### src/verilog/vis_pkg.sv
// Shared constants and types for the video input select configuration block
package vis_pkg;

    // ------------------------------------------------------------------
    // Serial port and register map
    // ------------------------------------------------------------------
    localparam logic [6:0] VIS_DEV_ADDR_BASE = 7'h20;   // Write address 0x40, strap sets bit 0
    localparam logic [7:0] VIS_ADDR_FMT      = 8'h00;
    localparam logic [7:0] VIS_ADDR_MAP      = 8'h0e;
    localparam logic [7:0] VIS_ADDR_ACE      = 8'h80;
    localparam logic [7:0] VIS_RST_FMT       = 8'h00;
    localparam logic [7:0] VIS_RST_MAP       = 8'h00;
    localparam logic [7:0] VIS_RST_ACE       = 8'h00;
    localparam int         VIS_FMT_HI        = 4;
    localparam int         VIS_MAP_LO        = 5;
    localparam int         VIS_MAP_HI        = 6;
    localparam int         VIS_ACE_BIT       = 7;
    localparam logic [2:0] VIS_BIT_LAST      = 3'h7;
    localparam logic [1:0] VIS_MAP_USER      = 2'h0;
    localparam logic [1:0] VIS_MAP_INTR      = 2'h1;
    localparam logic [1:0] VIS_MAP_USER2     = 2'h2;

    // ------------------------------------------------------------------
    // Input format codes
    // ------------------------------------------------------------------
    localparam logic [4:0] VIS_FMT_CVBS_LAST  = 5'h07;
    localparam logic [4:0] VIS_FMT_CVBS_LAST4 = 5'h03;
    localparam logic [4:0] VIS_FMT_YC_FIRST   = 5'h08;
    localparam logic [4:0] VIS_FMT_YC_LAST    = 5'h0b;
    localparam logic [4:0] VIS_FMT_YC_LAST4   = 5'h09;
    localparam logic [4:0] VIS_FMT_COMP_A     = 5'h0c;
    localparam logic [4:0] VIS_FMT_COMP_B     = 5'h0d;
    localparam logic [2:0] VIS_COMP_B_BASE    = 3'h3;

    typedef enum logic [1:0] {
        VIS_MODE_OFF  = 2'b00,
        VIS_MODE_CVBS = 2'b01,
        VIS_MODE_YC   = 2'b10,
        VIS_MODE_COMP = 2'b11
    } vis_mode_t;

    typedef struct packed {
        vis_mode_t  mode;
        logic       valid;
        logic [7:0] chan_power;
        logic [2:0] y_chan;
        logic [2:0] c_chan;
        logic [2:0] r_chan;
    } vis_route_t;

    typedef enum logic [2:0] {
        VIS_ST_IDLE = 3'b000,
        VIS_ST_ADDR = 3'b001,
        VIS_ST_SUB  = 3'b010,
        VIS_ST_WR   = 3'b011,
        VIS_ST_ACK  = 3'b100,
        VIS_ST_RD   = 3'b101,
        VIS_ST_MACK = 3'b110
    } vis_state_t;

endpackage : vis_pkg

### src/verilog/vis_config.sv
// Serial register port, sub map select and input routing decode
`timescale 1ns/1ps
module vis_config
    import vis_pkg::*;
#(
    parameter bit EIGHT_INPUT = 1'b1
)(
    input  wire logic       clk,
    input  wire logic       rst,
    input  wire logic       scl_in,
    input  wire logic       sda_in,
    output logic            sda_out,
    output logic            sda_oe,
    input  wire logic       addr_lsb_pin,
    output logic [4:0]      input_format_select,
    output logic [1:0]      sub_map_select,
    output logic            adaptive_contrast_boost,
    output vis_route_t      route
);

    // ------------------------------------------------------------------
    // Pin synchronisers
    // ------------------------------------------------------------------
    logic [2:0] scl_sync_reg;
    logic [2:0] sda_sync_reg;
    logic [1:0] lsb_sync_reg;

    always_ff @(posedge clk)
    begin
        if (rst)
        begin
            scl_sync_reg <= 3'h7;
            sda_sync_reg <= 3'h7;
            lsb_sync_reg <= 2'h0;
        end
        else
        begin
            scl_sync_reg <= {scl_sync_reg[1:0], scl_in};
            sda_sync_reg <= {sda_sync_reg[1:0], sda_in};
            lsb_sync_reg <= {lsb_sync_reg[0], addr_lsb_pin};
        end
    end

    logic scl_rise;
    logic scl_fall;
    logic sda_bit;
    logic start_det;
    logic stop_det;

    assign scl_rise  = scl_sync_reg[1] & ~scl_sync_reg[2];
    assign scl_fall  = ~scl_sync_reg[1] & scl_sync_reg[2];
    assign sda_bit   = sda_sync_reg[1];
    assign start_det = scl_sync_reg[1] & scl_sync_reg[2] & ~sda_sync_reg[1] & sda_sync_reg[2];
    assign stop_det  = scl_sync_reg[1] & scl_sync_reg[2] & sda_sync_reg[1] & ~sda_sync_reg[2];

    // ------------------------------------------------------------------
    // Register storage and map decode
    // ------------------------------------------------------------------
    logic [7:0] fmt_reg;
    logic [7:0] map_reg;
    logic [7:0] ace_reg;
    logic [1:0] map_sel;

    assign map_sel = map_reg[VIS_MAP_HI:VIS_MAP_LO];

    // Map select answers in every sub map so software can always get back
    function automatic logic addr_valid(input logic [1:0] m, input logic [7:0] a);
        addr_valid = (a == VIS_ADDR_MAP)
                   || (m == VIS_MAP_USER && a == VIS_ADDR_FMT)
                   || (m == VIS_MAP_USER2 && a == VIS_ADDR_ACE);
    endfunction : addr_valid

    function automatic logic [7:0] reg_read(input logic [1:0] m, input logic [7:0] a,
                                            input logic [7:0] f, input logic [7:0] s,
                                            input logic [7:0] e);
        reg_read = 8'h00;
        if (a == VIS_ADDR_MAP)
            reg_read = s;
        else if (m == VIS_MAP_USER && a == VIS_ADDR_FMT)
            reg_read = f;
        else if (m == VIS_MAP_USER2 && a == VIS_ADDR_ACE)
            reg_read = e;
    endfunction : reg_read

    // ------------------------------------------------------------------
    // Serial slave state machine
    // ------------------------------------------------------------------
    vis_state_t state_reg, state_next;
    vis_state_t after_reg, after_next;
    logic [2:0] cnt_reg, cnt_next;
    logic       done_reg, done_next;
    logic [7:0] shift_reg, shift_next;
    logic [7:0] rd_reg, rd_next;
    logic [7:0] sub_reg, sub_next;
    logic       oe_reg, oe_next;
    logic       wr_en;
    logic [7:0] sub_inc;
    logic       addr_hit;

    assign sub_inc  = sub_reg + 8'h01;
    assign addr_hit = shift_reg[7:1] == {VIS_DEV_ADDR_BASE[6:1], lsb_sync_reg[1]};

    always_comb
    begin
        state_next = state_reg;
        after_next = after_reg;
        cnt_next   = cnt_reg;
        done_next  = done_reg;
        shift_next = shift_reg;
        rd_next    = rd_reg;
        sub_next   = sub_reg;
        oe_next    = oe_reg;
        wr_en      = 1'b0;
        if (start_det)
        begin
            state_next = VIS_ST_ADDR;
            cnt_next   = 3'h0;
            done_next  = 1'b0;
            oe_next    = 1'b0;
        end
        else if (stop_det)
        begin
            state_next = VIS_ST_IDLE;
            oe_next    = 1'b0;
        end
        else
        begin
            case (state_reg)
                VIS_ST_ADDR, VIS_ST_SUB, VIS_ST_WR:
                begin
                    if (scl_rise && !done_reg)
                    begin
                        shift_next = {shift_reg[6:0], sda_bit};
                        if (cnt_reg == VIS_BIT_LAST)
                            done_next = 1'b1;
                        else
                            cnt_next = cnt_reg + 3'h1;
                    end
                    else if (scl_fall && done_reg)
                    begin
                        done_next  = 1'b0;
                        cnt_next   = 3'h0;
                        state_next = VIS_ST_IDLE;   // Refused bytes fall back to idle
                        if (state_reg == VIS_ST_ADDR && addr_hit)
                        begin
                            oe_next    = 1'b1;
                            state_next = VIS_ST_ACK;
                            after_next = shift_reg[0] ? VIS_ST_RD : VIS_ST_SUB;
                            rd_next    = reg_read(map_sel, sub_reg, fmt_reg, map_reg, ace_reg);
                        end
                        else if (state_reg == VIS_ST_SUB && addr_valid(map_sel, shift_reg))
                        begin
                            sub_next   = shift_reg;
                            oe_next    = 1'b1;
                            state_next = VIS_ST_ACK;
                            after_next = VIS_ST_WR;
                        end
                        else if (state_reg == VIS_ST_WR && addr_valid(map_sel, sub_reg))
                        begin
                            wr_en      = 1'b1;
                            sub_next   = sub_inc;
                            oe_next    = 1'b1;
                            state_next = VIS_ST_ACK;
                            after_next = VIS_ST_WR;
                        end
                    end
                end
                VIS_ST_ACK:
                begin
                    if (scl_fall)
                    begin
                        state_next = after_reg;
                        cnt_next   = 3'h0;
                        if (after_reg == VIS_ST_RD)
                        begin
                            oe_next = ~rd_reg[7];
                            rd_next = {rd_reg[6:0], 1'b0};
                        end
                        else
                            oe_next = 1'b0;
                    end
                end
                VIS_ST_RD:
                begin
                    if (scl_rise)
                    begin
                        if (cnt_reg == VIS_BIT_LAST)
                            state_next = VIS_ST_MACK;
                        else
                            cnt_next = cnt_reg + 3'h1;
                    end
                    else if (scl_fall)
                    begin
                        oe_next = ~rd_reg[7];
                        rd_next = {rd_reg[6:0], 1'b0};
                    end
                end
                VIS_ST_MACK:
                begin
                    if (scl_fall)
                        oe_next = 1'b0;
                    else if (scl_rise)
                    begin
                        if (!sda_bit)
                        begin
                            sub_next   = sub_inc;
                            rd_next    = reg_read(map_sel, sub_inc, fmt_reg, map_reg, ace_reg);
                            state_next = VIS_ST_ACK;
                            after_next = VIS_ST_RD;
                        end
                        else
                            state_next = VIS_ST_IDLE;
                    end
                end
                default:
                begin
                    state_next = VIS_ST_IDLE;
                    oe_next    = 1'b0;
                end
            endcase
        end
    end

    always_ff @(posedge clk)
    begin
        if (rst)
        begin
            state_reg <= VIS_ST_IDLE;
            after_reg <= VIS_ST_IDLE;
            cnt_reg   <= 3'h0;
            done_reg  <= 1'b0;
            shift_reg <= 8'h00;
            rd_reg    <= 8'h00;
            sub_reg   <= 8'h00;
            oe_reg    <= 1'b0;
        end
        else
        begin
            state_reg <= state_next;
            after_reg <= after_next;
            cnt_reg   <= cnt_next;
            done_reg  <= done_next;
            shift_reg <= shift_next;
            rd_reg    <= rd_next;
            sub_reg   <= sub_next;
            oe_reg    <= oe_next;
        end
    end

    // ------------------------------------------------------------------
    // Configuration registers
    // ------------------------------------------------------------------
    logic [7:0] fmt_next;
    logic [7:0] map_next;
    logic [7:0] ace_next;

    always_comb
    begin
        fmt_next = fmt_reg;
        map_next = map_reg;
        ace_next = ace_reg;
        if (wr_en)
        begin
            if (sub_reg == VIS_ADDR_MAP)
                map_next = shift_reg;
            else if (map_sel == VIS_MAP_USER && sub_reg == VIS_ADDR_FMT)
                fmt_next = shift_reg;
            else if (map_sel == VIS_MAP_USER2 && sub_reg == VIS_ADDR_ACE)
                ace_next = shift_reg;
        end
    end

    always_ff @(posedge clk)
    begin
        if (rst)
        begin
            fmt_reg <= VIS_RST_FMT;
            map_reg <= VIS_RST_MAP;
            ace_reg <= VIS_RST_ACE;
        end
        else
        begin
            fmt_reg <= fmt_next;
            map_reg <= map_next;
            ace_reg <= ace_next;
        end
    end

    // ------------------------------------------------------------------
    // Input routing decode
    // ------------------------------------------------------------------
    // Reserved codes power every channel down rather than guess a routing
    function automatic vis_route_t route_decode(input logic [4:0] c);
        logic [2:0] base;
        route_decode = '0;
        base         = c[0] ? VIS_COMP_B_BASE : 3'h0;
        if (c <= VIS_FMT_CVBS_LAST && (EIGHT_INPUT || c <= VIS_FMT_CVBS_LAST4))
        begin
            route_decode.mode       = VIS_MODE_CVBS;
            route_decode.valid      = 1'b1;
            route_decode.y_chan     = c[2:0];
            route_decode.chan_power = 8'h01 << c[2:0];
        end
        else if (c >= VIS_FMT_YC_FIRST && c <= VIS_FMT_YC_LAST
                 && (EIGHT_INPUT || c <= VIS_FMT_YC_LAST4))
        begin
            route_decode.mode       = VIS_MODE_YC;
            route_decode.valid      = 1'b1;
            route_decode.y_chan     = {c[1:0], 1'b0};
            route_decode.c_chan     = {c[1:0], 1'b1};
            route_decode.chan_power = 8'h03 << {c[1:0], 1'b0};
        end
        else if (c == VIS_FMT_COMP_A || (c == VIS_FMT_COMP_B && EIGHT_INPUT))
        begin
            route_decode.mode       = VIS_MODE_COMP;
            route_decode.valid      = 1'b1;
            route_decode.y_chan     = base;
            route_decode.c_chan     = base + 3'h1;
            route_decode.r_chan     = base + 3'h2;
            route_decode.chan_power = 8'h07 << base;
        end
    endfunction : route_decode

    vis_route_t route_reg, route_next;

    always_comb
    begin
        route_next = route_decode(fmt_reg[VIS_FMT_HI:0]);
    end

    always_ff @(posedge clk)
    begin
        if (rst)
            route_reg <= '0;
        else
            route_reg <= route_next;
    end

    assign route                   = route_reg;
    assign input_format_select     = fmt_reg[VIS_FMT_HI:0];
    assign sub_map_select          = map_reg[VIS_MAP_HI:VIS_MAP_LO];
    assign adaptive_contrast_boost = ace_reg[VIS_ACE_BIT];
    assign sda_oe                  = oe_reg;
    assign sda_out                 = 1'b0;   // Open drain: only ever pulls low
endmodule : vis_config

### config.mk
export PLATFORM = sky130hd
export DESIGN_NAME = vis_config
export DESIGN_NICKNAME = d
export VERILOG_FILES = /design/src/verilog/vis_pkg.sv /design/src/verilog/vis_config.sv
export SDC_FILE = /design/constraint.sdc
export NUM_CORES = 1
export LEC_CHECK = 0
export ABC_AREA = 1
export ABC_CLOCK_PERIOD_IN_PS = 3280
export BUFFER_PORTS_ARGS = -buffer_cell sky130_fd_sc_hd__buf_2
export CORE_MARGIN = 2
export CORE_UTILIZATION = 55
export DETAILED_ROUTE_END_ITERATION = 16
export GPL_ROUTABILITY_DRIVEN = 1
export PLACE_DENSITY = 0.74
export SLEW_MARGIN = 20
export SYNTH_ARGS = -nofsm -noshare
export SYNTH_HDL_FRONTEND = slang
export SYNTH_SLANG_ARGS = --single-unit
### constraint.sdc
create_clock -name clk -period 3.28 [get_ports clk]
set_input_delay 0.328 -clock clk [delete_from_list [all_inputs] [get_ports clk]]
set_output_delay 0.328 -clock clk [all_outputs]
set_load 0.02 [all_outputs]
==> impl_metrics.tcl, run 1 <==
set metrics [dict create \
    finClkSkew_ns 0.00750 \
    yosysWarningCount 0 \
    ctsHoldBuffers 0 \
    synth_top_family_by_area "simple AND/OR/NAND/NOR gates" \
    dp.cells 816 \
    crit_type "flip-flop to flip-flop" \
    endpoint_kind "flip-flop" \
    drtAntennaViolNets 0 \
    grt_pass1_wl_um 20400 \
    path_buf_inv 0 \
    io_pins 35 \
    ys.flop_type "dfxtp_1" \
    rsz0062_at_grt "false" \
    cp.depth 11 \
    r2r_cells 11 \
    finalHoldViolations 0 \
    final_cell_count_no_fill 832 \
    yosysSeqAreaShare 0.362 \
    synth_area_um2 4750 \
    cts-resized-gates 0 \
    initial_core_util 0.572 \
    critical_path.max_stage_delay_ns 0.50 \
    cts_tree "done" \
    r2r_end "rd_reg[6]$_SDFFE_PP0P_" \
    clock_latency_ns 0.36 \
    ys_ff_latch 86 \
    largest_register_ffs 19 \
    ys_async_sr_fraction 0 \
    r2r_slack_ns 0.95 \
    cts_buffer_depth 2 \
    max_cap_violations 0 \
    max_freq_ghz 0.429 \
    rows 33 \
    grt_max_degree 53 \
    final_common_cell "nand2_1" \
    drive_gt1_frac 0.139 \
    holdCritPathClass "primary input to flip-flop" \
    clkSinkCount 86 \
    critPathMaxFanout 8 \
    whs_ns 0.148 \
    fillers 789 \
    wl_per_cell_um 14.7 \
    diodes 0 \
    synth_top_area_share 0.362 \
    r2r-start "sub_reg[1]$_SDFFE_PP0P_" \
    clkSlewWorstSetupHoldPaths_ns 0.09 \
    grt_pass1_vias 4265 \
    yosysTopAreaCell "dfxtp_1" \
    syn-num-nets 714 \
    crit_path_cell_trace "ha_1, nand3_1, nor2_1, nand2_1, nand2_1, nand2_1, nor2_1, nand4_1, nand3_1, nand2_1, a21oi_1" \
    crit_end "rd_reg[6]$_SDFFE_PP0P_" \
    dr.pass1.iters 5 \
    yosys-top-cells-area "dfxtp_1, nand2_1, nor2_1" \
    slew_violations 0 \
    post_cts_buffers 0 \
    worst_pin_slew_ns 0.834 \
    yosys.area_share.simple 0.389 \
    postSynthCellCount 703 \
    die_w_um 96.9 \
    synth_xor_area_frac 0.00184 \
    p_per_area_nw_per_um2 673 \
    synth_mux_area_frac 0 \
    synth_edf_count 0 \
    crit_family "simple AND/OR/NAND/NOR gates" \
    worstSetupStartpointType "flip-flop" \
    status "completed" \
    vias_per_cell 5.50 \
    grt_overflow 0 \
    startpoint "sub_reg[1]$_SDFFE_PP0P_" \
    drt_iter0_drc 279 \
    ys_types 40 \
    cp_common_cell "nand2_1" \
    cts_max_level 3 \
    setup_violations 0 \
    antenna_found_initial 0 \
    die_h_um 96.9 \
    synthAdderAreaFrac 0.0158 \
    fin_nets 733 \
    final_cell_mix "nand2_1, nor2_1, dfxtp_1" \
    cp.arrival_ns 2.63 \
    core_area_um2 8300 \
    min_period_over_period 0.711 \
    dieArea_um2 9390 \
    vdd_ir_drop_max_mv 0.362 \
    synth_compound_area_frac 0.122 \
    slowest_stage "dfxtp_1" \
    routed_wl_um 12200 \
    syn_area_per_cell_um2 6.76 \
    root_buffer "clkbuf_8" \
    crit_required_ns 3.58 \
    drc_errors 0 \
    gp_congestion 0.932 \
    min_period_ns 2.33 \
    cts-buffers-inserted 9 \
    fin_tns_setup_ns 0 \
    syn2layout_area_growth_pct 6.85 \
    relSlewSlack 0.442 \
    hp-start "scl_in" \
    leakagePower_nw 2.30 \
    grt_usage 0.262 \
    port_buffers 33 \
    via_count 4576 \
    dp_hpwl_um 8820 \
    total_power_mw 3.41 \
]
-- where the power goes --
part / leakage [nW] / internal (mW) / switching (mW)
clock: 0.0982 / 0.361 / 0.415
sequential: 0.697 / 1.16 / 0.127
combinational: 1.50 / 0.421 / 0.934
-- final cells by class --
class                   count  area, um^2  share of cell area
well taps                 105         131              0.0259
multi-input cells         507        2510               0.496
clock inverters             7        78.8              0.0155
clock buffers               9         124              0.0244
flip-flops and latches     86        1720               0.339
repair buffers             37         195              0.0385
inverters                  81         309              0.0609
-- Yosys cell counts (2+ instances only) --
| cell | count |
|---|---|
| a211oi_1 | 2 |
| a21oi_1 | 50 |
| a31oi_1 | 4 |
| buf_2 | 7 |
| buf_4 | 11 |
| buf_6 | 6 |
| clkbuf_1 | 5 |
| dfxtp_1 | 86 |
| ha_1 | 6 |
| inv_1 | 68 |
| inv_2 | 10 |
| inv_4 | 2 |
| nand2_1 | 166 |
| nand2_2 | 7 |
| nand2_4 | 4 |
| nand3_1 | 51 |
| nand3_2 | 3 |
| nand4_1 | 20 |
| nor2_1 | 115 |
| nor2_2 | 5 |
| nor2_4 | 5 |
| nor3_1 | 11 |
| nor3_4 | 2 |
| nor4_4 | 3 |
| o211ai_1 | 11 |
| o21ai_0 | 19 |
| o21ai_1 | 8 |
| or2_2 | 4 |
-- routing by layer --
layer	up-vias	part of all wire	GRT usage
met5	-	0	0
met1	2110	0.45	0.355
li1	2304	-	-
met2	144	0.47	0.426
met4	0	0.016	0.0769
met3	18	0.066	0.0477
-- per-stage QoR --
step / utilization / instance area (um^2) / setup slack (ns)
floorplan: - / 4750 / 1.46
global placement: 0.587 / 4870 / 1.00
detailed placement: 0.587 / 4870 / 1.02
CTS: 0.611 / 5070 / 0.984
global route: 0.611 / 5070 / 0.765
finish: 0.611 / 5070 / 0.947
-- worst min-delay path by stage --
| stage | to | slack, ns | cells after the start |
|---|---|---|---|
| CTS | scl_sync_reg[0]$_SDFF_PP1_ | 0.15 | 2 |
| global route | lsb_sync_reg[0]$_SDFF_PP0_ | 0.15 | 3 |
| detailed placement | lsb_sync_reg[1]$_SDFF_PP0_ | 0.39 | 2 |
| floorplan | lsb_sync_reg[1]$_SDFF_PP0_ | 0.39 | 2 |
| global placement | lsb_sync_reg[1]$_SDFF_PP0_ | 0.39 | 2 |
| finish | scl_sync_reg[0]$_SDFF_PP1_ | 0.15 | 2 |
-- kinds of logic after synthesis --
family / count (synthesis)
simple gates: 398
buf+inv: 110
compound gates: 101
flops: 86
fa+ha+maj: 6
xor+xnor: 1
other cells: 1
-- worst register-to-register path: stages (launching register included) --
cell and delay (ns):
dfxtp_1 0.50, ha_1 0.28, nand3_1 0.12, nor2_1 0.17, nand2_1 0.07, nand2_1 0.09
nand2_1 0.05, nor2_1 0.44, nand4_1 0.20, nand3_1 0.16, nand2_1 0.07, a21oi_1 0.13
No activity file was read; power rests on OpenSTA's default activity.
==> run 2: changes to the inputs <==
Settings changed: ABC_AREA 1 to 0, ABC_CLOCK_PERIOD_IN_PS 3280 to 2050, CORE_UTILIZATION 55 to 54, PLACE_DENSITY 0.74 to 0.76.
Clock period 3.28 ns to 2.05 ns, I/O delays scaled along.
==> run 2 against run 1 <==
Net effect:
- the run now ends with setup timing left
- setup slack worse by 1.2 ns
- critical path depth down 3
- register-to-register slack worse by 1.2 ns
==> impl_metrics.tcl, run 2 <==
set metrics [dict create \
    status "finished, violations left" \
    violations "setup timing" \
    ys_ff_latch 86 \
    p_per_area_nw_per_um2 673 \
    yosysSeqAreaShare 0.379 \
    ctsHoldBuffers 0 \
    ys_async_sr_fraction 0 \
    worstSetupStartpointType "flip-flop" \
    hold_depth 2 \
    fin_ws_ns -0.251 \
    port_buffers 33 \
    rows 33 \
    vias_per_cell 6.19 \
    hp-start "sda_in" \
    grt_max_degree 64 \
    ys_types 70 \
    cp.arrival_ns 2.61 \
    synth_edf_count 0 \
    die_w_um 95.7 \
    drc_errors 0 \
    finClkSkew_ns 0.0109 \
    crit_required_ns 2.36 \
    postSynthCellCount 560 \
    grt_overflow 0 \
    crit_type "flip-flop to flip-flop" \
    final_core_util 0.708 \
    cts_max_level 3 \
    grt_usage 0.293 \
    dp_hpwl_um 8660 \
    max_cap_violations 0 \
    clock_latency_ns 0.37 \
    syn2layout_area_growth_pct 27.4 \
    max_freq_ghz 0.435 \
    drtAntennaViolNets 0 \
    crit_path_cell_trace "inv_2, ha_1, or3b_4, o31ai_4, a21oi_4, or3b_1, or4_1, a31oi_1" \
    whs_ns 0.0148 \
    yosysWarningCount 0 \
    syn_area_per_cell_um2 8.11 \
    r2r_slack_ns -0.25 \
    yosys-top-cells-count "dfxtp_1, nand2_1, a21oi_1, nor2_1, clkbuf_1" \
    leakagePower_nw 2.34 \
    wl_per_cell_um 17.9 \
    final_cell_count_no_fill 746 \
    die_h_um 95.7 \
    core_area_um2 8180 \
    cts-buffers-inserted 9 \
    finalHoldViolations 0 \
    holdCritPathClass "primary input to flip-flop" \
    dp.cells 718 \
    slowest_stage "or4_1" \
    vdd_ir_drop_max_mv 0.487 \
    drt_iter0_drc 299 \
    clkSinkCount 86 \
    cts_buffer_depth 2 \
    setup_violations 43 \
    min_period_over_period 1.12 \
    rsz0062_at_grt "true" \
    routed_wl_um 13400 \
    relSlewSlack 0.613 \
    dieArea_um2 9160 \
    ys.flop_type "dfxtp_1" \
    worst_pin_slew_ns 0.580 \
    synth_area_um2 4540 \
    fillers 614 \
    diodes 0 \
    dr.pass1.iters 5 \
    antenna_found_initial 0 \
    r2r_cells 8 \
    largest_register_ffs 19 \
    yosys-top-cells-area "dfxtp_1, a21oi_1, nand2_1" \
    grt_pass1_wl_um 20800 \
    yosysTopAreaCell "dfxtp_1" \
    initial_core_util 0.556 \
    synth_top_area_share 0.379 \
    startpoint "sub_reg[0]$_SDFFE_PP0P_" \
    r2r-start "sub_reg[0]$_SDFFE_PP0P_" \
    final_common_cell "dfxtp_1" \
    endpoint_kind "flip-flop" \
    syn-num-nets 571 \
    gp_congestion 0.886 \
    cts_tree "done" \
    fin_nets 647 \
    io_pins 35 \
    grt_pass1_vias 4263 \
    via_count 4616 \
    final_cell_mix "dfxtp_1, buf_4, nand2_1" \
    clkSlewWorstSetupHoldPaths_ns 0.10 \
    min_period_ns 2.30 \
    yosysMostFrequentCell "dfxtp_1" \
    slew_violations 0 \
    root_buffer "clkbuf_8" \
    critPathMaxFanout 4 \
    drive_gt1_frac 0.310 \
    critical_path.max_stage_delay_ns 0.41 \
]
## run 2: changes by cell type after synthesis, moves of 11 or more
| cell | before | now |
|---|---|---|
| nor2_1 | 115 | 46 |
| nand4_1 | 20 | 6 |
| nand2_1 | 166 | 60 |
| nand3_1 | 51 | 27 |
| nand2b_1 | 0 | 11 |
| mux2i_1 | 0 | 21 |
| and3_1 | 0 | 12 |
| clkbuf_1 | 5 | 30 |
| inv_1 | 68 | 11 |
## run 2: logic make-up (layout without fill, tap and decap cells)
logic type                 Yosys count  in the layout  synth area share
adders and majority gates            7              7            0.0187
and+or+nand+nor                    228            228             0.258
other                                1              1          0.000826
xor gates and xnor gates             3              3           0.00579
DFF                                 86             86             0.379
muxes                               23             23            0.0512
buffers and inverters               64            145            0.0650
AOI/OAI and AO/OA                  148            148             0.221
## run 2: cell type report
| cell class | instances | area, um^2 | area share |
|---|---|---|---|
| clock buffer | 9 | 124 | 0.0214 |
| clock inverter | 7 | 115 | 0.0199 |
| inverter | 11 | 41.3 | 0.00713 |
| multi-input combinational | 410 | 2760 | 0.476 |
| sequential | 86 | 1730 | 0.298 |
| tap | 105 | 131 | 0.0227 |
| timing repair buffer | 118 | 892 | 0.154 |
## run 2: through the flow
step	area [um^2]	power, mW	setup TNS (ns)	setup WS (ns)
after floorplan	4660	2.18	-4.35	-0.314
after CTS	5670	3.85	-2.25	-0.210
after global routing	5790	4.02	-8.98	-0.337
final	5790	3.89	-5.05	-0.251
after detailed placement	5250	2.38	-1.52	-0.215
after global placement	5250	2.37	-0.322	-0.159
## run 2: layer usage
layer	part of all wire	track usage	vias to the layer above
met3	0.072	0.0658	59
met2	0.49	0.482	210
li1	-	-	2176
met5	0	0	-
met4	0.039	0.135	0
met1	0.40	0.364	2171
## run 2: worst paths after layout
check | end
setup / recovery | sub_reg[6]$_SDFFE_PP0P_
hold / removal | sda_sync_reg[0]$_SDFF_PP1_
setup reg to reg | sub_reg[6]$_SDFFE_PP0P_
hold reg to reg | sda_sync_reg[1]$_SDFF_PP1_
## run 2: worst max-delay path, delay by kind of cell, from the launching register on
family	cells	cell delay (ns)
AO/OA/AOI/OAI	3	0.53
AND/OR/NAND/NOR	3	1.17
buffers and inverters	1	0.05
flip-flops	1	0.34
adder cells (fa/ha/maj)	1	0.14
## run 2: repair_timing
action,CTS,global route
cloned,1,0
pin swaps,18,9
endpoints found under the setup margin,33,47
buffers inserted,10,3
endpoints found under the hold margin,0,0
gates resized for setup,22,27
## run 2: power breakdown
part | leakage, nW | internal, mW | switching [mW]
logic | 1.53 | 0.312 | 0.376
clock network | 0.117 | 0.718 | 0.710
registers | 0.698 | 1.73 | 0.0500
==> run 3: changes to the inputs <==
Settings changed: CORE_ASPECT_RATIO set to 1.5, PLACE_DENSITY 0.76 to unset, PLACE_DENSITY_LB_ADDON set to 0.3.
==> run 3 against run 2 <==
Net effect:
- the run still ends with setup timing left
- via count is 3.5% higher
- wire length is 4.8% higher
- global-route usage is 1.2 points higher
- count of clock-buffer cells in the layout stayed put
==> impl_metrics.tcl, run 3 (synthesis results as in run 2) <==
set metrics [dict create \
    initial_core_util 0.547 \
    wl_per_cell_um 18.4 \
    die_w_um 78.9 \
    r2r-start "sub_reg[1]$_SDFFE_PP0P_" \
    p_comb_frac 0.173 \
    dieArea_um2 9180 \
    antenna_found_initial 0 \
    rsz0062_at_grt "true" \
    dp_hpwl_um 9370 \
    grt_usage 0.305 \
    r2r_slack_ns -0.31 \
    crit_required_ns 2.33 \
    finClkSkew_ns 0.00606 \
    min_period_ns 2.36 \
    drtAntennaViolNets 0 \
    power.switching_mw 1.20 \
    cts_buffer_depth 2 \
    ctsHoldBuffers 0 \
    dp_slack_ns -0.208 \
    holdCritPathClass "primary input to flip-flop" \
    io_pins 35 \
    port_buffers 33 \
    crit_end "sub_reg[6]$_SDFFE_PP0P_" \
    clkSinkCount 86 \
    vdd_ir_drop_max_mv 0.562 \
    max_cap_violations 0 \
    vias_per_cell 6.28 \
    whs_ns 0.0380 \
    swShare 0.284 \
    internal_power_mw 3.02 \
    core_area_um2 8310 \
    startpoint "sub_reg[1]$_SDFFE_PP0P_" \
    max_freq_ghz 0.424 \
    grt_pass1_wl_um 21900 \
    cp.arrival_ns 2.63 \
    drive_gt1_frac 0.353 \
    rows 41 \
    critPathMaxFanout 4 \
    routed_wl_um 14000 \
    root_buffer "clkbuf_16" \
    gp_congestion 0.926 \
    worstSetupStartpointType "flip-flop" \
    crit_type "flip-flop to flip-flop" \
    cts_max_level 3 \
    syn2layout_area_growth_pct 32.7 \
    grt_overflow 0 \
    largest_register_ffs 19 \
    fin_nets 660 \
    r2r_end "sub_reg[6]$_SDFFE_PP0P_" \
    via_count 4776 \
    relSlewSlack 0.622 \
    final_common_cell "buf_4" \
    grt_pass1_vias 4503 \
    cts-buffers-inserted 9 \
    worst_pin_slew_ns 0.567 \
    drc_errors 0 \
    fin_ws_ns -0.307 \
    drt_iter0_drc 467 \
    final_cell_mix "buf_4, dfxtp_1, nand2_1" \
    r2r_cells 8 \
    grt_max_degree 20 \
    p_per_area_nw_per_um2 699 \
    finalHoldViolations 0 \
    clock_latency_ns 0.35 \
    leakagePower_nw 2.45 \
    fin_tns_setup_ns -5.83 \
    cts_tree "done" \
    slew_violations 0 \
    min_period_over_period 1.15 \
    dr.pass1.iters 5 \
    diodes 0 \
    clkSlewWorstSetupHoldPaths_ns 0.06 \
    total_power_mw 4.22 \
    pwr-share-seq 0.425 \
    endpoint_kind "flip-flop" \
    violations "setup timing" \
    setup_violations 44 \
    status "finished, violations left" \
    clock_power_share 0.403 \
    die_h_um 116 \
]
[run 3: changes by cell type in the layout (fill, tap and decap cells not counted), sizes merged]
cell	delta
buf	+13
clkinv	+2
bufinv	-1
inv	-1
[run 3: repair_timing]
item	4_1_cts	5_1_grt
pin swaps	31	27
resized for setup	36	44
buffers inserted	13	7
setup endpoints to repair	39	47
[run 3: worst min-delay path by stage]
stage	cells past startpoint	endpoint	startpoint	slack (ns)
finish	2	scl_sync_reg[0]$_SDFF_PP1_	scl_in	0.04
global route	2	scl_sync_reg[0]$_SDFF_PP1_	scl_in	0.04
CTS	2	scl_sync_reg[0]$_SDFF_PP1_	scl_in	0.04
detailed placement	2	scl_sync_reg[0]$_SDFF_PP1_	scl_in	0.39
global placement	2	scl_sync_reg[0]$_SDFF_PP1_	scl_in	0.39
floorplan	1	scl_sync_reg[0]$_SDFF_PP1_	scl_in	0.31
[run 3: final cells by class]
class | instances | area [um^2]
multi-input cells | 410 | 2860
clock inverters | 7 | 80.1
fillers | 602 | 2280
clock buffers | 9 | 225
flip-flops and latches | 86 | 1730
inverters | 11 | 41.3
well taps | 107 | 134
repair buffers | 131 | 958
[run 3: routing by layer]
metal	vias to the layer above	GRT usage	wire [um]
met5	-	0	0
li1	2200	-	-
met3	70	0.0487	938
met2	260	0.540	7120
met4	0	0.208	839
met1	2246	0.332	5130
[run 3: stage by stage]
step | std cells | instance area (um^2) | utilization
floorplan | 560 | 4660 | -
global placement | 729 | 5280 | 0.636
detailed placement | 729 | 5280 | 0.636
CTS | 758 | 5820 | 0.701
global route | 761 | 6030 | 0.725
finish | 761 | 6030 | 0.725
[run 3: worst max-delay path, cell delays in order, from the launching register on]
cell and delay, ns:
dfxtp_2 0.34, inv_2 0.09, ha_4 0.13, or3b_4 0.39, o31ai_4 0.31, a21oi_4 0.11
or3b_1 0.38, or4_1 0.40, a31oi_1 0.13
[run 3: power groups by stage]
stage / logic, mW / registers (mW) / clock network (mW)
after floorplan: 0.377 / 1.80 / 0
after global placement: 0.595 / 1.81 / 0
after detailed placement: 0.608 / 1.82 / 0
after CTS: 0.628 / 1.78 / 1.69
after global routing: 0.776 / 1.79 / 1.76
final: 0.728 / 1.79 / 1.70
